[src/hdl/asrp_pkg.sv]
// constants and types for the serial readout port
`default_nettype none
package asrp_pkg;
   localparam int FRAME_BITS = 32;
   localparam int CFG_BITS = 8;
   localparam int CNT_W = 6;
   localparam int RESULT_BITS = 24;
   localparam logic [CNT_W-1:0] CNT_ZERO = 6'h00;
   localparam logic [CNT_W-1:0] CNT_ONE = 6'h01;
   localparam logic [CNT_W-1:0] CNT_CFG_DONE = 6'h08;
   localparam logic [CNT_W-1:0] CNT_LAST = 6'h1f;
   localparam logic [1:0] ECHO_TOP = 2'h0;
   localparam logic [1:0] CFG_TOP = 2'h2;
   localparam logic [7:0] CFG_RESET = 8'h00;

   // channel configuration fields
   typedef struct packed {
      logic [1:0] top;
      logic update_en;
      logic single_ended_select;
      logic odd_sign;
      logic [2:0] addr;
   } asrp_cfg_s;

   typedef enum logic [1:0] {ST_IDLE, ST_WAIT, ST_SHIFT, ST_DONE} asrp_state_e;
endpackage
`default_nettype wire

[src/hdl/asrp_port.sv]
// device side serial readout port
`default_nettype none
module asrp_port (
   input wire logic ref_clk_i,
   input wire logic rst_i,
   input wire logic cs_n_i,
   input wire logic sck_i,
   input wire logic sdi_i,
   output logic sdo_o,
   output logic sdo_oe_o,
   input wire logic conv_done_i,
   input wire logic [asrp_pkg::RESULT_BITS-1:0] result_i,
   output logic conv_start_o,
   output asrp_pkg::asrp_cfg_s cfg_o,
   output logic cfg_valid_o
);
   logic [1:0] cs_sync;
   logic [1:0] sck_sync;
   logic [1:0] sdi_sync;
   logic sck_prev;
   logic [asrp_pkg::CNT_W-1:0] bit_cnt;
   logic [asrp_pkg::FRAME_BITS-1:0] shreg;
   logic [asrp_pkg::CFG_BITS-1:0] cfg_in;
   asrp_pkg::asrp_cfg_s cur_cfg;
   asrp_pkg::asrp_state_e state;
   logic cs_n;
   logic sck_rise;
   logic sck_fall;
   localparam int TAIL_BITS = asrp_pkg::FRAME_BITS - 2 - asrp_pkg::CFG_BITS;
   logic [TAIL_BITS-1:0] result_top;
   logic frame_msb;

   assign cs_n = cs_sync[1];
   assign sck_rise = sck_sync[1] & ~sck_prev;
   assign sck_fall = ~sck_sync[1] & sck_prev;
   // only the upper result bits fit behind the two lead bits and the echo byte
   assign result_top = result_i[asrp_pkg::RESULT_BITS-1 -: TAIL_BITS];
   assign frame_msb = shreg[asrp_pkg::FRAME_BITS-1];

   always_ff @(posedge ref_clk_i) begin
      if (rst_i) begin
         cs_sync <= 2'h3;
         sck_sync <= 2'h0;
         sdi_sync <= 2'h0;
         sck_prev <= 1'b0;
      end else begin
         cs_sync <= {cs_sync[0], cs_n_i};
         sck_sync <= {sck_sync[0], sck_i};
         sdi_sync <= {sdi_sync[0], sdi_i};
         sck_prev <= sck_sync[1];
      end
   end

   // frame sequencing
   always_ff @(posedge ref_clk_i) begin
      if (rst_i) begin
         state <= asrp_pkg::ST_IDLE;
         bit_cnt <= asrp_pkg::CNT_ZERO;
      end else if (cs_n) begin
         state <= asrp_pkg::ST_IDLE;
         bit_cnt <= asrp_pkg::CNT_ZERO;
      end else begin
         case (state)
            asrp_pkg::ST_IDLE: state <= asrp_pkg::ST_WAIT;
            asrp_pkg::ST_WAIT: if (conv_done_i && !sck_sync[1]) state <= asrp_pkg::ST_SHIFT;
            asrp_pkg::ST_SHIFT: begin
               if (sck_rise) begin
                  bit_cnt <= bit_cnt + asrp_pkg::CNT_ONE;
                  if (bit_cnt == asrp_pkg::CNT_LAST) state <= asrp_pkg::ST_DONE;
               end
            end
            asrp_pkg::ST_DONE: state <= asrp_pkg::ST_DONE;
            default: state <= asrp_pkg::ST_IDLE;
         endcase
      end
   end

   // output shift register: done bit, filler_bit, echo, result
   always_ff @(posedge ref_clk_i) begin
      if (rst_i) begin
         shreg <= '0;
      end else if (state == asrp_pkg::ST_WAIT) begin
         shreg <= {1'b0, 1'b0, asrp_pkg::ECHO_TOP, cur_cfg[5:0], result_top};
      end else if (state == asrp_pkg::ST_SHIFT && sck_fall) begin
         shreg <= {shreg[asrp_pkg::FRAME_BITS-2:0], 1'b0};
      end
   end

   // sdo: busy high, done low, then frame bits
   always_ff @(posedge ref_clk_i) begin
      if (rst_i) begin
         sdo_o <= 1'b1;
         sdo_oe_o <= 1'b0;
      end else begin
         sdo_oe_o <= ~cs_n;
         case (state)
            asrp_pkg::ST_WAIT: sdo_o <= ~conv_done_i;
            asrp_pkg::ST_SHIFT: sdo_o <= shreg[asrp_pkg::FRAME_BITS-1];
            asrp_pkg::ST_DONE: sdo_o <= 1'b0;
            default: sdo_o <= 1'b1;
         endcase
      end
   end

   // config byte capture, msb first
   always_ff @(posedge ref_clk_i) begin
      if (rst_i) begin
         cfg_in <= asrp_pkg::CFG_RESET;
         cur_cfg <= asrp_pkg::CFG_RESET;
         cfg_o <= asrp_pkg::CFG_RESET;
         cfg_valid_o <= 1'b0;
      end else begin
         cfg_valid_o <= 1'b0;
         if (state == asrp_pkg::ST_SHIFT && sck_rise && bit_cnt < asrp_pkg::CNT_CFG_DONE)
            cfg_in <= {cfg_in[asrp_pkg::CFG_BITS-2:0], sdi_sync[1]};
         if (state == asrp_pkg::ST_SHIFT && sck_fall && bit_cnt == asrp_pkg::CNT_CFG_DONE) begin
            if (cfg_in[7:6] == asrp_pkg::CFG_TOP && cfg_in[5]) begin
               cur_cfg <= cfg_in;
               cfg_o <= cfg_in;
               cfg_valid_o <= 1'b1;
            end
         end
      end
   end

   // a conversion restarts when cs rises after a frame
   always_ff @(posedge ref_clk_i) begin
      if (rst_i) conv_start_o <= 1'b0;
      else conv_start_o <= cs_n && state == asrp_pkg::ST_DONE;
   end

   a_busy_high: assert property (@(posedge ref_clk_i) disable iff (rst_i)
      state == asrp_pkg::ST_WAIT && !cs_n |=> sdo_o == !$past(conv_done_i))
      else $error("sdo does not track conversion state");
   a_cs_ends: assert property (@(posedge ref_clk_i) disable iff (rst_i)
      cs_n |=> state == asrp_pkg::ST_IDLE && !sdo_oe_o)
      else $error("cs high did not end output");
   a_frame_len: assert property (@(posedge ref_clk_i) disable iff (rst_i)
      state == asrp_pkg::ST_SHIFT && sck_rise && bit_cnt == asrp_pkg::CNT_LAST && !cs_n
      |=> state == asrp_pkg::ST_DONE)
      else $error("frame did not end after 32 bits");
   a_echo_top: assert property (@(posedge ref_clk_i) disable iff (rst_i)
      state == asrp_pkg::ST_WAIT && !cs_n |=> shreg[29:28] == asrp_pkg::ECHO_TOP)
      else $error("echo top bits not zero");
   a_lead_bits: assert property (@(posedge ref_clk_i) disable iff (rst_i)
      state == asrp_pkg::ST_WAIT && !cs_n |=> shreg[31:30] == 2'h0)
      else $error("leading bits not low");
   a_cfg_update: assert property (@(posedge ref_clk_i) disable iff (rst_i)
      cfg_valid_o |-> cfg_o.top == asrp_pkg::CFG_TOP && cfg_o.update_en)
      else $error("bad config accepted");

   a_idle_to_wait: assert property (@(posedge ref_clk_i) disable iff (rst_i)
      state == asrp_pkg::ST_IDLE && !cs_n
      |=> state == asrp_pkg::ST_WAIT)
      else $error("select did not start waiting");

   a_wait_to_shift: assert property (@(posedge ref_clk_i) disable iff (rst_i)
      state == asrp_pkg::ST_WAIT && !cs_n && conv_done_i && !sck_sync[1]
      |=> state == asrp_pkg::ST_SHIFT)
      else $error("finished conversion did not open the frame");

   a_wait_holds: assert property (@(posedge ref_clk_i) disable iff (rst_i)
      state == asrp_pkg::ST_WAIT && !cs_n && !conv_done_i
      |=> state == asrp_pkg::ST_WAIT)
      else $error("frame opened during conversion");

   a_oe_follows: assert property (@(posedge ref_clk_i) disable iff (rst_i)
      !cs_n
      |=> sdo_oe_o)
      else $error("sdo not driven while selected");

   a_sdo_idle_high: assert property (@(posedge ref_clk_i) disable iff (rst_i)
      cs_n ##1 cs_n
      |=> sdo_o)
      else $error("sdo not high while deselected");

   a_sdo_frame_bit: assert property (@(posedge ref_clk_i) disable iff (rst_i)
      state == asrp_pkg::ST_SHIFT && !cs_n
      |=> sdo_o == $past(frame_msb))
      else $error("sdo does not show the frame bit");

   a_done_low: assert property (@(posedge ref_clk_i) disable iff (rst_i)
      state == asrp_pkg::ST_DONE && !cs_n
      |=> !sdo_o)
      else $error("sdo not low after the frame");

   a_cnt_hold: assert property (@(posedge ref_clk_i) disable iff (rst_i)
      state == asrp_pkg::ST_SHIFT && !sck_rise && !cs_n
      |=> $stable(bit_cnt))
      else $error("bit count moved without a clock");

   a_cnt_step: assert property (@(posedge ref_clk_i) disable iff (rst_i)
      state == asrp_pkg::ST_SHIFT && sck_rise && !cs_n
      |=> bit_cnt == $past(bit_cnt) + asrp_pkg::CNT_ONE)
      else $error("bit count did not step");

   a_cs_clears_cnt: assert property (@(posedge ref_clk_i) disable iff (rst_i)
      cs_n
      |=> bit_cnt == asrp_pkg::CNT_ZERO)
      else $error("bit count kept across deselect");

   a_cfg_window: assert property (@(posedge ref_clk_i) disable iff (rst_i)
      cfg_valid_o
      |-> $past(bit_cnt) == asrp_pkg::CNT_CFG_DONE)
      else $error("config taken outside its window");

   a_cfg_refused: assert property (@(posedge ref_clk_i) disable iff (rst_i)
      state == asrp_pkg::ST_SHIFT && sck_fall && !cs_n && bit_cnt == asrp_pkg::CNT_CFG_DONE
      && !(cfg_in[7:6] == asrp_pkg::CFG_TOP && cfg_in[5]) |=> $stable(cur_cfg) && !cfg_valid_o)
      else $error("refused config was applied");

   a_cfg_pulse: assert property (@(posedge ref_clk_i) disable iff (rst_i)
      cfg_valid_o
      |=> !cfg_valid_o)
      else $error("config valid longer than one cycle");

   a_echo_body: assert property (@(posedge ref_clk_i) disable iff (rst_i)
      state == asrp_pkg::ST_WAIT && !cs_n
      |=> shreg[TAIL_BITS +: 6] == cur_cfg[5:0])
      else $error("echo byte does not hold the config");

   a_result_tail: assert property (@(posedge ref_clk_i) disable iff (rst_i)
      state == asrp_pkg::ST_WAIT && !cs_n
      |=> shreg[TAIL_BITS-1:0] == $past(result_top))
      else $error("result bits not loaded");

   a_start_pulse: assert property (@(posedge ref_clk_i) disable iff (rst_i)
      conv_start_o
      |=> !conv_start_o)
      else $error("conversion start longer than one cycle");
endmodule // asrp_port
`default_nettype wire

[config.mk]
export PLATFORM = sky130hd
export DESIGN_NAME = asrp_port
export DESIGN_NICKNAME = d
export VERILOG_FILES = /design/src/hdl/asrp_pkg.sv /design/src/hdl/asrp_port.sv
export SDC_FILE = /design/constraint.sdc
export NUM_CORES = 1
export LEC_CHECK = 0
export ABC_CLOCK_PERIOD_IN_PS = 2800
export BUFFER_PORTS_ARGS = -buffer_cell sky130_fd_sc_hd__buf_2
export CAP_MARGIN = 20
export CORE_MARGIN = 8
export CORE_UTILIZATION = 59
export DETAILED_ROUTE_END_ITERATION = 16
export PLACE_DENSITY = 0.83
export RECOVER_POWER = 25
export SETUP_SLACK_MARGIN = 0.5
export SYNTH_ARGS = -nofsm -noshare
export SYNTH_HDL_FRONTEND = slang
export SYNTH_SLANG_ARGS = --single-unit
[constraint.sdc]
create_clock -name ref_clk_i -period 2.8 [get_ports ref_clk_i]
set_clock_uncertainty 0.1 [all_clocks]
set_input_delay 0.14 -clock ref_clk_i [delete_from_list [all_inputs] [get_ports ref_clk_i]]
set_output_delay 0.14 -clock ref_clk_i [all_outputs]
set_load 0.005 [all_outputs]
# After elaboration in Yosys (flattened, before gate mapping)
# Index checks and enable logic that the tools add are counted.
dict set report word_totals {
  in_bits 30
  reg_bits 67
  out_inout_bits 12
}
dict set report op_classes {
  eq_ne 9
  n_lt_le_gt_ge 1
  bitwise 7
  n_reduce_logical 16
  add_sub_neg 1
  n_mux 8
}
# operator n
set ops {}
lappend ops {{2-to-1 mux 28 bit} 2}
lappend ops {{case mux 2 bit (4 select lines)} 1}
lappend ops {{logical AND 1 bit} 7}
lappend ops {{adder 6 x 1 -> 6 bit, second input constant} 1}
lappend ops {{== test 2 bit, second input constant} 3}
lappend ops {{== test 6 x 4 -> 1 bit, second input constant} 1}
lappend ops {{== test 6 x 5 -> 1 bit, second input constant} 1}
lappend ops {{< comparator 6 x 4 -> 1 bit, second input constant} 1}
lappend ops {{2-to-1 mux 2 bit} 3}
lappend ops {{inequality test 2 bit, second input constant} 3}
lappend ops {{OR reduction 2 bit} 3}
lappend ops {{inverter 1 bit} 5}
lappend ops {{AND reduction 2 bit} 2}
lappend ops {{case mux 1 bit (3 select lines)} 1}
lappend ops {{AND reduction 3 bit} 1}
lappend ops {{AND 1 bit} 2}
lappend ops {{== test 2 x 1 -> 1 bit, second input constant} 1}
lappend ops {{zero test 2 bit} 1}
lappend ops {{nonzero test 2 bit} 1}
lappend ops {{zero test 1 bit} 1}
lappend ops {{2-to-1 mux 1 bit} 1}

# Longest topological paths before layout
dict set report logic_depth {
  word_depth 6
  ltp_mapped 6
  mapped_depth_nobuf 5
}

# Worst setup path before layout
# Ideal clock, no wire load.
dict set report synth_timing {
  path_type {flip-flop to flip-flop}
  start {register bit_cnt[2] in the netlist's numbering}
  end {register cur_cfg[0] in the netlist's numbering}
  period_less_slack_ns 1.543
  arrival_ns 1.371
  required_time_ns 2.628
  slack_ns 1.257
  stages_incl_launch_ff 4
  n_path_buf 0
  setup_time_ns 0.072
  cell_sequence {dfxtp_1 > or4b_4 > nor3_4 > mux2i_1}
}
dict set report synth_between {
  elab_chain_len 3
}
# item line
set synth_lines {}
lappend synth_lines {{start: declaration} asrp_port.sv:21} ;# logic [asrp_pkg::CNT_W-1:0] bit_cnt;
lappend synth_lines {{start signal: assignment} asrp_port.sv:58} ;# bit_cnt <= asrp_pkg::CNT_ZERO;
lappend synth_lines {{start signal: assignment} asrp_port.sv:61} ;# bit_cnt <= asrp_pkg::CNT_ZERO;
lappend synth_lines {{start signal: assignment} asrp_port.sv:68} ;# bit_cnt <= bit_cnt + asrp_pkg::CNT_ONE;
lappend synth_lines {{== test 6 x 4 -> 1 bit} asrp_port.sv:116} ;# if (state == asrp_pkg::ST_SHIFT && sck_fall && bit_cnt == asrp_pkg::CNT_CFG_DONE) begin
lappend synth_lines {{logical AND 1 bit} asrp_port.sv:116}
lappend synth_lines {{AND reduction 2 bit (no line)} --}
lappend synth_lines {{end signal: assignment} asrp_port.sv:109} ;# cur_cfg <= asrp_pkg::CFG_RESET;
lappend synth_lines {{end signal: assignment} asrp_port.sv:118} ;# cur_cfg <= cfg_in;
lappend synth_lines {{end: declaration} asrp_port.sv:24} ;# asrp_pkg::asrp_cfg_s cur_cfg;
# No other way between the ends.
# A chain may end at the register's enable or synchronous reset.

==> run_results.csv <==
group,metric,value,unit
die,pin_count,42,
run,max_cap_viol_count,1,
worst_setup_path,cp_data_arrival_time,2240,ps
grt,grt_pass1_wl,10.1,mm
layout,n_fill_cell,325,
worst_setup_path,worst-setup-path-type,"primary input to flop",
grt,grt_max_degree,45,
grt,grt_overflow,0,
timing,period_share,0.766,
layout,layout-area-overhead-vs-synth,21.6,%
grt,antenna_found_initial,0,
power,leakage,1.12,nW
timing,rsz0062_at_grt,"false",
route,drtIter0Drc,217,
clock_network,clk_pin_slew,70,ps
worst_setup_path,r2r_slack,700,ps
timing,fmax,466,MHz
synth,syn_area,2660,µm²
die,core_area,4350,µm²
clock_network,cts.sinks,67,
synth,synth_top_area_cell,"dfxtp_1",
route,drt_drc_violations_left,0,
clock_network,numCtsBuffers,9,
worst_setup_path,worstPathCellList,"clkbuf_1 -> clkbuf_1 -> nand2b_1 -> mux2i_1",
die,die_area,6910,µm²
placement,gp_congestion,0.745,
die,fp.dieH,83.1,µm
worst_setup_path,slowest_delay,1230,ps
worst_setup_path,critPathRequiredTime,2900,ps
worst_setup_path,cp-endpoint,"cur_cfg[1]",
worst_setup_path,r2r_end,"bit_cnt[5]",
timing,tightest_slew,1610,ps
layout,drive_gt1_frac,0.161,
route,dr.pass1.iters,5,
timing,finalSetupTns,0,ps
hold_path,min_path_type,"primary input to flop",
clock_network,worstSkewPairLatency,340,ps
worst_setup_path,cp-end-kind,"flop",
power,ir_drop,356,µV
route,wl_per_cell,14.6,µm
layout,multi_input_area,1180,µm²
synth,syn_inst,296,
clock_network,cts_htree_levels,3,
worst_setup_path,r2r-start,"state[1]",
synth,syn-num-nets,328,
timing,relSlewSlack,-0.0729,
die,start_util,0.611,
timing,slew_violations,45,
worst_setup_path,path_common_cell,"clkbuf_1",
synth,yosysUniqueCellTypes,37,
route,vias_per_cell,5.87,
die,fp.dieW,83.1,µm
worst_setup_path,worstSetupStartpointType,"primary input",
clock_network,tritoncts,"yes",
worst_setup_path,crit_start,"rst_i",
grt,grt_pass1_vias,2290,
synth,synth_top_area_share,0.504,
synth,synth.area.top_cells,"dfxtp_1, a21oi_1, nand3_1",
die,rows,24,
outcome,status,"finished with violations",
layout,nets,382,
synth,yosysSeqAreaShare,0.504,
timing,hold_viol,0,
layout,fin_util,0.742,
clock_network,clockBufferDepth,2,
clock_network,cts_root_buffer,"clkbuf_8",
grt,grt_usage,0.172,
power,power_density,533,nW/µm²
layout,regArea,1340,µm²
route,ant_nets,0,
worst_setup_path,worstPathMaxFanout,44,
timing,min_period,2150,ps
synth,yosysWarnings,0,
layout,diodes,0,
route,finalWirelength,5.90,mm
route,via_count,2378,
synth,synth_seq_cells,67,
placement,port-buffer-count,39,
timing,setup_viol,0,
outcome,violations,"capacitance limit, slew limit",
worst_setup_path,critPathSlowestCell,"clkbuf_1",
worst_setup_path,r2r_cells,3,
synth,syn_avg_cell_area,8.98,µm²
placement,hpwlAfterDp,3.52,mm
==> layout make-up <==
class	instances	area share
Clock inverter	5	0.0101
Timing Repair Buffer	69	0.145
Inverter	5	0.00581
Tap cell	52	0.0201
Clock buffer	9	0.0383
Sequential cell	67	0.415
Multi-Input combinational cell	198	0.366
==> cell families (layout without fill, tap and decap cells) <==
group	Yosys count	in the layout	synth area share
buffers and inverters	31	88	0.0508
and+or+nand+nor	104	104	0.216
DFF	67	67	0.504
AOI/OAI and AO/OA	87	87	0.201
muxes	5	5	0.0188
adders and majority gates	2	2	0.00941
==> Yosys cell counts, drive strengths merged <==
cell type and count:
dfxtp 67, a21oi 40, nand3 32, nand2 26
clkbuf 22, a22oi 21, nand2b 14, o21ai 12
nor2 8, a311oi 6, inv 5, mux2i 5
nor2b 5, buf 4, or3 4, or2 3
a31oi 2, ha 2, nand4bb 2, nor3 2
o21ba 2, a21o 1, and4b 1, and4bb 1
nand4b 1, nor3b 1, nor4 1, nor4bb 1
o21a 1, o31ai 1, o41ai 1, or4 1
or4b 1
==> report_power, final <==
| part | switching, mW | internal [mW] |
|---|---|---|
| sequential | 0.00793 | 0.968 |
| combinational | 0.0395 | 0.0538 |
| clock | 0.345 | 0.307 |
| total | 0.392 | 1.33 |
==> state kept, by name (all words and copies together) (netlist names), 6 cells and up <==
signal,cells
shreg,32
cfg_in,8
bit_cnt,6
cur_cfg,6
==> cell usage in the layout, fill, tap and decap left out, drive strengths merged, types with 2 or more instances in the layout <==
cell / netlist / layout
dfxtp: 67 / 67
a21oi: 40 / 40
buf: 4 / 34
nand3: 32 / 32
nand2: 26 / 26
dlygate4sd3: 0 / 25
a22oi: 21 / 21
clkbuf: 22 / 19
nand2b: 14 / 14
o21ai: 12 / 12
nor2: 8 / 8
a311oi: 6 / 6
inv: 5 / 5
nor2b: 5 / 5
mux2i: 5 / 5
or3: 4 / 4
clkinvlp: 0 / 3
or2: 3 / 3
nand4bb: 2 / 2
a31oi: 2 / 2
o21ba: 2 / 2
ha: 2 / 2
clkinv: 0 / 2
nor3: 2 / 2
==> worst min-delay path by stage <==
stage,from,to,slack [ps],cells past startpoint
floorplan,cs_n_i,cs_sync[0],140,1
global placement,cs_n_i,cs_sync[0],230,2
global route,result_i[20],shreg[18],30,3
CTS,result_i[20],shreg[18],0.3,3
finish,result_i[20],shreg[18],10,3
detailed placement,cs_n_i,cs_sync[0],230,2
==> stage by stage <==
stage	total power, mW	hold slack (ps)	instances	setup WS [ps]	area [µm²]
floorplan	1.03	144	296	1260	2660
global placement	1.06	226	366	802	2840
detailed placement	1.06	228	366	764	2840
CTS	1.74	0.280	405	718	3250
global route	1.79	31.5	405	448	3230
finish	1.72	14.4	405	655	3230
==> per-layer routing <==
metal | GRT usage | vias to the layer above | part of all wire
li1 | - | 1162 | -
met1 | 0.203 | 1125 | 0.44
met2 | 0.272 | 82 | 0.49
met3 | 0.0605 | 9 | 0.051
met4 | 0.0783 | 0 | 0.016
met5 | 0 | - | 0
==> critical path, delay by kind of cell <==
| kind | cells | cell delay (ps) |
|---|---|---|
| simple gates | 1 | 240 |
| buf+inv | 2 | 1770 |
| mux | 1 | 80 |
==> timing repair <==
| action | in CTS | in global routing |
|---|---|---|
| hold buffers | 25 | 0 |
| gates resized for setup | 0 | 0 |
| endpoints found under the hold margin | 26 | 0 |
| setup buffers | 0 | 0 |
(Power assumes the default switching activity.)
